File: config.mk
export PLATFORM = sky130hd
export DESIGN_NAME = slx_ctrl
export DESIGN_NICKNAME = d
export VERILOG_FILES = /design/src/verilog/slx_pkg.sv /design/src/verilog/slx_bert_lane.sv /design/src/verilog/slx_ctrl.sv
export SDC_FILE = /design/constraint.sdc
export NUM_CORES = 2
export LEC_CHECK = 0
export ABC_AREA = 1
export CAP_MARGIN = 40
export CELL_PAD_IN_SITES_DETAIL_PLACEMENT = 1
export CELL_PAD_IN_SITES_GLOBAL_PLACEMENT = 1
export CORE_ASPECT_RATIO = 0.8
export CORE_UTILIZATION = 45
export DETAILED_ROUTE_END_ITERATION = 12
export DONT_BUFFER_PORTS = 1
export PLACE_DENSITY = 0.79
export SKIP_CTS_REPAIR_TIMING = 1
export SLEW_MARGIN = 10
export SYNTH_ARGS = -nofsm -noshare
export SYNTH_HDL_FRONTEND = slang
export SYNTH_SLANG_ARGS = --single-unit
export TNS_END_PERCENT = 10
File: constraint.sdc
create_clock -name clk_i -period 2.5 [get_ports clk_i]
set_input_delay 0.25 -clock clk_i [delete_from_list [all_inputs] [get_ports clk_i]]
set_output_delay 0.25 -clock clk_i [all_outputs]
set_load 0.05 [all_outputs]
File: src/verilog/slx_pkg.sv
// Constants shared by the lane crossbar, sync error and bit-error test logic
package slx_pkg;
    localparam int          NUM_LANES   = 8;
    localparam int          NUM_LINKS   = 2;
    localparam int          CNT_W       = 24;
    localparam int          ADDR_W      = 12;

    // Register offsets
    localparam logic [11:0] OFS_MAP_0_1 = 12'h308;
    localparam logic [11:0] OFS_MAP_2_3 = 12'h309;
    localparam logic [11:0] OFS_MAP_4_5 = 12'h30a;
    localparam logic [11:0] OFS_MAP_6_7 = 12'h30b;
    localparam logic [11:0] OFS_FULL    = 12'h30c;
    localparam logic [11:0] OFS_EMPTY   = 12'h30d;
    localparam logic [11:0] OFS_SYNC    = 12'h312;
    localparam logic [11:0] OFS_SERDES  = 12'h314;
    localparam logic [11:0] OFS_BERT_EN = 12'h315;
    localparam logic [11:0] OFS_BERT_CT = 12'h316;
    localparam logic [11:0] OFS_LIM_LO  = 12'h317;
    localparam logic [11:0] OFS_LIM_MI  = 12'h318;
    localparam logic [11:0] OFS_LIM_HI  = 12'h319;
    localparam logic [11:0] OFS_CNT_LO  = 12'h31a;
    localparam logic [11:0] OFS_CNT_MI  = 12'h31b;
    localparam logic [11:0] OFS_CNT_HI  = 12'h31c;
    localparam logic [11:0] OFS_PASS    = 12'h31d;

    // Reset values
    localparam logic [7:0]  RST_MAP_0_1 = 8'h08;
    localparam logic [7:0]  RST_MAP_2_3 = 8'h1a;
    localparam logic [7:0]  RST_MAP_4_5 = 8'h2c;
    localparam logic [7:0]  RST_MAP_6_7 = 8'h3e;
    localparam logic [7:0]  RST_ZERO    = 8'h00;
    localparam logic [7:0]  RST_PASS    = 8'hff;

    // Field positions
    localparam int          MAP_LO_POS  = 0;
    localparam int          MAP_HI_POS  = 3;
    localparam int          DUR_POS     = 4;
    localparam int          SEL_POS     = 4;
    localparam int          PAT_POS     = 2;
    localparam int          RUN_POS     = 1;
    localparam int          HOLD_POS    = 0;

    // Sync low duration codes and their cycle counts
    localparam logic [1:0]  DUR_HALF    = 2'b00;
    localparam logic [1:0]  DUR_ONE     = 2'b01;
    localparam logic [1:0]  DUR_TWO     = 2'b10;
    localparam logic [1:0]  DUR_CYC_1   = 2'd1;
    localparam logic [1:0]  DUR_CYC_2   = 2'd2;

    // Pattern codes
    localparam logic [1:0]  PAT_PRBS7   = 2'b00;
    localparam logic [1:0]  PAT_PRBS15  = 2'b01;
    localparam logic [1:0]  PAT_PRBS31  = 2'b10;

    // Bits of history before a checker starts counting
    localparam logic [4:0]  FILL_BITS   = 5'd31;
endpackage
File: src/verilog/slx_bert_lane.sv
// One lane of the self-synchronising pseudo-random bit-error checker
module slx_bert_lane
    import slx_pkg::*;
(
    // Clock and reset
    input  wire logic              clk_i,
    input  wire logic              rst_i,
    // Control
    input  wire logic              run_i,
    input  wire logic              hold_i,
    input  wire logic [1:0]        pattern_i,
    // Received bit
    input  wire logic              rx_bit_i,
    // Result
    output logic      [CNT_W-1:0]  err_count_o
);
    logic [30:0]      hist_r;
    logic [4:0]       fill_r;
    logic [CNT_W-1:0] cnt_r;
    wire              expect_bit;
    wire              mismatch;
    wire              saturated;

    assign expect_bit = (pattern_i == PAT_PRBS7)  ? (hist_r[6]  ^ hist_r[5])  :
                        (pattern_i == PAT_PRBS15) ? (hist_r[14] ^ hist_r[13]) :
                                                    (hist_r[30] ^ hist_r[27]);
    assign mismatch   = run_i && (fill_r == FILL_BITS) && (rx_bit_i != expect_bit);
    assign saturated  = &cnt_r;

    always_ff @(posedge clk_i)
    begin
        if (rst_i || hold_i)
        begin
            hist_r <= '0;
            fill_r <= '0;
            cnt_r  <= '0;
        end
        else if (run_i)
        begin
            hist_r <= {hist_r[29:0], rx_bit_i};
            fill_r <= (fill_r == FILL_BITS) ? fill_r : fill_r + 5'd1;
            if (mismatch && !saturated)
                cnt_r <= cnt_r + 24'd1;
        end
    end

    assign err_count_o = cnt_r;
endmodule

File: src/verilog/slx_ctrl.sv
// Lane crossbar, lane buffer status, sync error generation and lane bit-error test
// Overview of operation
// - Each logical lane has a 3-bit source field choosing physical lane x.
// - After reset logical lane n takes data from physical lane n.
// - Read-only vector shows which logical lane buffers are full.
// - Read-only vector shows which logical lane buffers are empty.
// - At multiframe end, any character error drives the sync output low.
// - Duration field sets sync low time: half, one or two cycles.
// - Test-enable vector bit x enables the bit-error test on lane x.
// - Error-source field chooses which lane count the count bytes show.
// - Pattern field picks PRBS7, PRBS15 or PRBS31.
// - Test-start bit runs the bit-error test while 1.
// - Test-reset bit holds test state and counters in reset while 1.
// - Selected lane's 24-bit error count is read as three bytes.
// - Pass vector resets to all ones; bit clears once count reaches limit.
module slx_ctrl
    import slx_pkg::*;
(
    // Clock and reset
    input  wire logic                  clk_i,
    input  wire logic                  rst_i,
    // Register port
    input  wire logic [ADDR_W-1:0]     reg_addr_i,
    input  wire logic [7:0]            reg_wdata_i,
    input  wire logic                  reg_wr_i,
    input  wire logic                  reg_rd_i,
    output logic      [7:0]            reg_rdata_o,
    output logic                       reg_rvalid_o,
    // Serial lanes
    input  wire logic [NUM_LANES-1:0]  serial_input_lane_i,
    output logic      [NUM_LANES-1:0]  logical_lane_o,
    // Lane buffer status
    input  wire logic [NUM_LANES-1:0]  lane_buf_full_i,
    input  wire logic [NUM_LANES-1:0]  lane_buf_empty_i,
    // Link character checks
    input  wire logic [NUM_LINKS-1:0]  multiframe_end_i,
    input  wire logic [NUM_LINKS-1:0]  disparity_err_i,
    input  wire logic [NUM_LINKS-1:0]  not_in_table_err_i,
    input  wire logic [NUM_LINKS-1:0]  unexp_ctrl_err_i,
    output logic      [NUM_LINKS-1:0]  sync_request_output_n_o,
    // Serializer setup
    output logic      [7:0]            serializer_setup_value_o
);
    function automatic logic [2:0] lane_src(input logic [7:0] map [4], input int n);
        lane_src = (n % 2 == 0) ? map[n/2][MAP_LO_POS +: 3] : map[n/2][MAP_HI_POS +: 3];
    endfunction

    function automatic logic [7:0] cnt_byte(input logic [CNT_W-1:0] v, input int b);
        cnt_byte = v[b*8 +: 8];
    endfunction

    logic [7:0]           map_r [4];
    logic [7:0]           sync_cfg_r;
    logic [7:0]           serdes_r;
    logic [7:0]           bert_en_r;
    logic [7:0]           bert_ct_r;
    logic [CNT_W-1:0]     limit_r;
    logic [NUM_LANES-1:0] pass_r;
    logic [NUM_LANES-1:0] lane_s1_r;
    logic [NUM_LANES-1:0] lane_s2_r;
    logic [NUM_LANES-1:0] xbar_r;
    logic [7:0]           rdata_r;
    logic                 rvalid_r;
    logic [NUM_LINKS-1:0] err_acc_r;
    logic [NUM_LINKS-1:0] low_r;
    logic [NUM_LINKS-1:0] half_r;
    logic [1:0]           low_cnt_r [NUM_LINKS];
    logic [CNT_W-1:0]     err_cnt [NUM_LANES];
    logic [7:0]           rd_mux;

    wire                  bert_run;
    wire                  bert_hold;
    wire  [1:0]           bert_pat;
    wire  [2:0]           err_sel;
    wire  [1:0]           low_dur;
    wire  [CNT_W-1:0]     sel_cnt;
    wire  [NUM_LINKS-1:0] char_err;
    wire  [NUM_LINKS-1:0] raise_err;

    assign bert_run  = bert_ct_r[RUN_POS];
    assign bert_hold = bert_ct_r[HOLD_POS];
    assign bert_pat  = bert_ct_r[PAT_POS +: 2];
    assign err_sel   = bert_ct_r[SEL_POS +: 3];
    assign low_dur   = sync_cfg_r[DUR_POS +: 2];
    assign sel_cnt   = err_cnt[err_sel];
    assign char_err  = disparity_err_i | not_in_table_err_i | unexp_ctrl_err_i;
    assign raise_err = multiframe_end_i & (err_acc_r | char_err);

    // Register writes
    always_ff @(posedge clk_i)
    begin
        if (rst_i)
        begin
            map_r[0]   <= RST_MAP_0_1;
            map_r[1]   <= RST_MAP_2_3;
            map_r[2]   <= RST_MAP_4_5;
            map_r[3]   <= RST_MAP_6_7;
            sync_cfg_r <= RST_ZERO;
            serdes_r   <= RST_ZERO;
            bert_en_r  <= RST_ZERO;
            bert_ct_r  <= RST_ZERO;
            limit_r    <= '0;
        end
        else if (reg_wr_i)
        begin
            case (reg_addr_i)
                OFS_MAP_0_1: map_r[0]   <= {2'b00, reg_wdata_i[5:0]};
                OFS_MAP_2_3: map_r[1]   <= {2'b00, reg_wdata_i[5:0]};
                OFS_MAP_4_5: map_r[2]   <= {2'b00, reg_wdata_i[5:0]};
                OFS_MAP_6_7: map_r[3]   <= {2'b00, reg_wdata_i[5:0]};
                OFS_SYNC:    sync_cfg_r <= reg_wdata_i;
                OFS_SERDES:  serdes_r   <= reg_wdata_i;
                OFS_BERT_EN: bert_en_r  <= reg_wdata_i;
                OFS_BERT_CT: bert_ct_r  <= {1'b0, reg_wdata_i[6:0]};
                OFS_LIM_LO:  limit_r[7:0]   <= reg_wdata_i;
                OFS_LIM_MI:  limit_r[15:8]  <= reg_wdata_i;
                OFS_LIM_HI:  limit_r[23:16] <= reg_wdata_i;
                default:     limit_r    <= limit_r;
            endcase
        end
    end

    // Read selection
    always_comb
    begin
        case (reg_addr_i)
            OFS_MAP_0_1: rd_mux = map_r[0];
            OFS_MAP_2_3: rd_mux = map_r[1];
            OFS_MAP_4_5: rd_mux = map_r[2];
            OFS_MAP_6_7: rd_mux = map_r[3];
            OFS_FULL:    rd_mux = lane_buf_full_i;
            OFS_EMPTY:   rd_mux = lane_buf_empty_i;
            OFS_SYNC:    rd_mux = sync_cfg_r;
            OFS_SERDES:  rd_mux = serdes_r;
            OFS_BERT_EN: rd_mux = bert_en_r;
            OFS_BERT_CT: rd_mux = bert_ct_r;
            OFS_LIM_LO:  rd_mux = limit_r[7:0];
            OFS_LIM_MI:  rd_mux = limit_r[15:8];
            OFS_LIM_HI:  rd_mux = limit_r[23:16];
            OFS_CNT_LO:  rd_mux = cnt_byte(sel_cnt, 0);
            OFS_CNT_MI:  rd_mux = cnt_byte(sel_cnt, 1);
            OFS_CNT_HI:  rd_mux = cnt_byte(sel_cnt, 2);
            OFS_PASS:    rd_mux = pass_r;
            default:     rd_mux = RST_ZERO;
        endcase
    end

    always_ff @(posedge clk_i)
    begin
        if (rst_i)
        begin
            rdata_r  <= RST_ZERO;
            rvalid_r <= 1'b0;
        end
        else
        begin
            rdata_r  <= reg_rd_i ? rd_mux : rdata_r;
            rvalid_r <= reg_rd_i;
        end
    end

    // Lane pin synchroniser and crossbar
    always_ff @(posedge clk_i)
    begin
        if (rst_i)
        begin
            lane_s1_r <= '0;
            lane_s2_r <= '0;
            xbar_r    <= '0;
        end
        else
        begin
            lane_s1_r <= serial_input_lane_i;
            lane_s2_r <= lane_s1_r;
            for (int n = 0; n < NUM_LANES; n++)
                xbar_r[n] <= lane_s2_r[lane_src(map_r, n)];
        end
    end

    // Bit-error checkers and pass vector
    for (genvar g = 0; g < NUM_LANES; g++)
    begin : g_bert
        slx_bert_lane u_lane (
            .clk_i       (clk_i),
            .rst_i       (rst_i),
            .run_i       (bert_run && bert_en_r[g]),
            .hold_i      (bert_hold),
            .pattern_i   (bert_pat),
            .rx_bit_i    (lane_s2_r[g]),
            .err_count_o (err_cnt[g])
        );
    end

    always_ff @(posedge clk_i)
    begin
        if (rst_i || bert_hold)
            pass_r <= RST_PASS;
        else
            for (int n = 0; n < NUM_LANES; n++)
                if (bert_run && bert_en_r[n] && err_cnt[n] >= limit_r)
                    pass_r[n] <= 1'b0;
    end

    // Sync error low pulse per link
    always_ff @(posedge clk_i)
    begin
        if (rst_i)
        begin
            err_acc_r <= '0;
            low_r     <= '0;
            half_r    <= '0;
            for (int k = 0; k < NUM_LINKS; k++)
                low_cnt_r[k] <= '0;
        end
        else
        begin
            for (int k = 0; k < NUM_LINKS; k++)
            begin
                err_acc_r[k] <= multiframe_end_i[k] ? 1'b0 : (err_acc_r[k] | char_err[k]);
                if (raise_err[k])
                begin
                    low_r[k]     <= 1'b1;
                    half_r[k]    <= (low_dur == DUR_HALF);
                    low_cnt_r[k] <= (low_dur == DUR_ONE || low_dur == DUR_HALF) ?
                                    DUR_CYC_1 : DUR_CYC_2;
                end
                else if (low_cnt_r[k] > DUR_CYC_1)
                    low_cnt_r[k] <= low_cnt_r[k] - 2'd1;
                else
                begin
                    low_r[k]     <= 1'b0;
                    half_r[k]    <= 1'b0;
                    low_cnt_r[k] <= '0;
                end
            end
        end
    end

    // Half-cycle mode releases the output on the clock's low phase
    assign sync_request_output_n_o  = ~(low_r & (~half_r | {NUM_LINKS{clk_i}}));
    assign logical_lane_o           = xbar_r;
    assign serializer_setup_value_o = serdes_r;
    assign reg_rdata_o              = rdata_r;
    assign reg_rvalid_o             = rvalid_r;
endmodule

==> Word-level counts from Yosys, hierarchy flattened <==
Memories as Yosys holds them, arrays and structs flattened.
Cells that the tools add are included.
{ "op_classes": {"add_sub_neg": 18, "multipliers": 0, "n_div": 0, "magnitude_cmp": 19, "n_eq_ne": 37, "shifts": 0, "muxes": 73, "n_bitwise": 49, "reduce_logical": 89} }
{ "ops": {"columns": ["op", "n"], "rows": [
  ["equality test 12 x 10 -> 1 bit, second input constant", 17],
  ["adder 24 x 1 -> 24 bit, second input constant", 8],
  [">= comparator 24 bit", 8],
  ["AND reduction 24 bit", 8],
  ["one-hot mux 8 bit (17 select lines)", 1],
  ["binary-select mux 24 bit (select 3 bit)", 1],
  ["2-to-1 mux 1 bit", 54],
  ["AND reduction 2 bit", 27],
  ["2-to-1 mux 24 bit", 2],
  ["adder 5 x 1 -> 5 bit, second input constant", 8],
  ["equality test 5 bit, second input constant", 8],
  ["logical AND 1 bit", 40],
  ["< comparator 3 x 4 -> 1 bit, second input constant", 8],
  ["binary-select mux 1 bit (select 3 bit)", 8],
  ["bitwise XOR 1 bit", 24],
  ["2-to-1 mux 2 bit", 7],
  ["zero test 1 bit", 8],
  ["!= test 1 bit", 8],
  ["NOT 1 bit", 8],
  ["bitwise OR 1 bit", 8],
  ["bitwise OR 2 bit", 4],
  ["bitwise AND 2 bit", 2],
  ["equality test 2 x 1 -> 1 bit, second input constant", 2],
  [">= comparator 4 bit, second input constant", 1],
  ["8 further kinds", 15]
]} }
{ "word_totals": {"regBits": 606, "latch_bits": 0, "mem_bits_rw": 4, "romBits": 0, "inputBits": 56, "output_inout_bits": 27, "elab_cells": 340, "mem_count": 1} }
{ "mem_list": {"columns": ["name", "words", "width", "rd", "rd_ports_with_merged_regs", "wr", "line_no", "text"], "rows": [
  ["low_cnt_r", 2, 2, 2, 0, 2, "slx_ctrl.sv:67", "logic [1:0] low_cnt_r [NUM_LINKS];"]
]} }

==> Depth between registers and ports, before layout <==
{ "depth": {"depth_word": 10, "mapped_depth": 14, "ltp_nobuf": 13} }

==> Hierarchy <==
A second synthesis with hierarchy kept.
{ "unflattened": {"cells_unflattened": 5601, "area_unflattened_um2": 37683.6} }
{ "modules_own_cells": {"columns": ["module", "instances", "cells_per_inst", "area_per_inst_um2", "seq_area_each_um2"], "rows": [
  ["slx_bert_lane", 8, 447, 3090.5, 1201.2],
  ["slx_ctrl", 1, 2025, 12959.9, 2642.5]
]} }

==> out/results.ini <==
[global_route]
antenna_found_initial = 4
grt_overflow = 0
first_global_vias = 34880
grt_max_degree = 158
track_usage_pct = 32.5
grt_pass1_wl_um = 200000

[synth]
synth_most_common_cell = nand2_1
synth-seq-area-share_pct = 35.6
synth_common_cells = nand2_1 (995), nor2_1 (824), dfxtp_1 (606), o21ai_0 (459), inv_1 (421)
synthAdderAreaFrac_pct = 7.92
synth_top_area_share_pct = 35.2
ys_types = 53
yosys.area.top_type = dfxtp_1
yosys_warnings = 0
syn-instance-count = 5082
synth_compound_area_share_pct = 15.0
syn_area_sq_mm = 0.0344
async_flop_share_pct = 0
synth_top_family_by_area = simple AND/OR/NAND/NOR gates
synthXorXnorAreaFrac_pct = 3.95
synth-simple-area-share_pct = 29.9
synth_edf_count = 4
synth_flop_cell = dfxtp_1
yosys-top-cells-area = dfxtp_1 (35%), nand2_1 (11%), nor2_1 (9.0%), ha_1 (7.9%), o21ai_0 (6.7%)
ys_ff_latch = 610
synthMuxAreaShare_pct = 0
avgSynthCellArea_sq_um = 6.78

[detailed_routing]
wl_met1_um = 56200
num_vias = 35433
antenna_left = 0
wl_met2_um = 57800
drcViolationCount = 0
wl_met3_um = 9650
drt_iter0_markers = 3294
highest_layer = met4
drt_wl_total_um = 129000
drt-pass1-iter-count = 5
viasPerCell = 5.74
wl_per_cell_um = 21.0

[sta]
fin_setup_tns_ns = 0
finalCritPeriodShare_pct = 98.3
final.setup_skew_ns = 0.0350
hold_slack_ns = -0.0722
fin_crit_ns = 2.46
worst_pin_slew_ns = 0.935
fmax_ghz = 0.407
worst_slack_ns = 0.0413
setup_viol = 0
slew_headroom_pct = 37.4
maxSlewViolCount = 0
hold_viol_final = 4

[min_path]
min_path_type = in -> reg
min_from = disparity_err_i[1]

[critical_path]
start_kind = register
cp_top_family = simple AND/OR/NAND/NOR gates
crit_start = limit_r[15]
required_ns = 3.14
crit_chain = inv_1 > ha_1 > nand2_1 > nor3_1 > nand3_1 > inv_1 > nand4_1 > nand4_1 > nand2_1 > nand2_1 > nand2_1
path_max_fanout = 9
crit_buf_inv = 2
cpPeakStageDelay_ns = 0.63
cp-end-kind = register
crit_path_frequent_cell = nand2_1
r2r_start = limit_r[15]
arrival_ns = 3.10
crit_type = reg -> reg
cpMaxStageDelayCell = inv_1

[layout]
final-instance-count-excl-fill = 6174
fin_nets = 5377
synthToLayoutAreaGrowth_pct = 13.3
drive_gt1_share_pct = 6.32

[floorplanning]
io_pins = 83
die_h_um = 249
core-area_sq_mm = 0.0756
die_w_um = 311
dieArea_sq_mm = 0.0777
rows = 90
start_util_pct = 45.6

[flow_run]
max-cap-violations = 0

[placed_design]
hpwl_um = 92100
dp.cells = 6013
routabilityCongestion = 0.997
pre_cts_ws_ns = -0.0963
port_buffers = 0

[clock_network]
cts_tree = done
clk_pin_slew_worst_paths_ns = 0.06
clock_latency_ns = 0.78

[pwr]
power_per_cell_area_mw_per_mm2 = 569
p_total_mw = 22.2
ir_drop_mv = 0.598
cellLeakagePower_nw = 15.4

[run_status]
outcome = complete, but fails checks
failed_checks = negative hold slack

## logic make-up after synthesis
group           Yosys count
flops                   610
fa+ha+maj               218
simple gates           2446
other cells               1
xor+xnor                153
buf+inv                 665
compound gates          989
## final timing paths
| path | depth (start not counted) | slack [ns] | to |
|---|---|---|---|
| hold / removal | 6 | -0.07 | low_r[1] |
| setup / recovery | 11 | 0.04 | pass_r[6] |
| hold reg to reg | 2 | 0.43 | lane_s2_r[0] |
| setup reg to reg | 11 | 0.04 | pass_r[6] |
## metrics by stage
step                util (%)  area (sq um)  hold WS (ns)
floorplan                  -         34500         0.322
global placement        47.7         36000         0.323
detailed placement      47.7         36000         0.324
CTS                     51.2         38700        -0.485
global route            51.7         39000       0.00729
finish                  51.7         39000       -0.0722
## registers in the layout (all words and copies together) (netlist names)
register                   count
pass_r                         8
bert_ct_r                      7
low_cnt_r                      4
bert_en_r                      8
reg_rdata_o                    8
lane_s2_r                      8
logical_lane_o                 8
g_bert.u_lane.fill_r          40
half_r                         2
g_bert.u_lane.err_count_o    192
reg_rvalid_o                   1
map_r                         24
limit_r                       24
lane_s1_r                      8
sync_cfg_r                     8
low_r                          2
err_acc_r                      2
g_bert.u_lane.hist_r         248
serializer_setup_value_o       8
## per-layer routing
layer	vias up	GRT usage (%)
met5	-	0
met2	1142	51.2
met3	325	5.83
met4	0	14.6
met1	17150	43.3
li1	16816	-
## cell usage in the layout, fill, tap and decap left out, drive strengths merged, types with 11 or more instances in the layout
cell type | Yosys | layout
nand2 | 1002 | 1002
nor2 | 835 | 835
dfxtp | 606 | 606
o21ai | 481 | 481
inv | 433 | 436
a21oi | 413 | 413
nand3 | 328 | 328
ha | 218 | 218
buf | 75 | 140
nor3 | 136 | 136
xor2 | 122 | 122
nand4 | 109 | 109
clkbuf | 148 | 92
o211ai | 38 | 38
xnor2 | 31 | 31
clkinv | 9 | 30
dlygate4sd3 | 0 | 26
a211oi | 15 | 15
bufinv | 0 | 12
o21a | 11 | 11
## area by class of cell
type / instances / area, sq um
Sequential cell: 610 / 12300
Fill cell: 9854 / 36500
Timing Repair Buffer: 166 / 1540
Multi-Input combinational cell: 3810 / 19600
Clock buffer: 92 / 2010
Tap cell: 1012 / 1270
Clock inverter: 39 / 659
Inverter: 442 / 1670
Antenna cell: 3 / 7.51
## where the power goes
group          internal [mW]  leakage (nW)  switching (mW)
clock network           7.05          1.30            4.79
registers               9.75          4.93          0.0306
logic                  0.157          9.17           0.430
## tightest hold or removal path, cell delays in order
cell	delay, ns
nor2_1	0.02
nand2_1	0.08
nand2_1	0.05
inv_1	0.06
nand2_1	0.11
nand2_1	0.08
No activity file was read; power rests on OpenSTA's default activity.
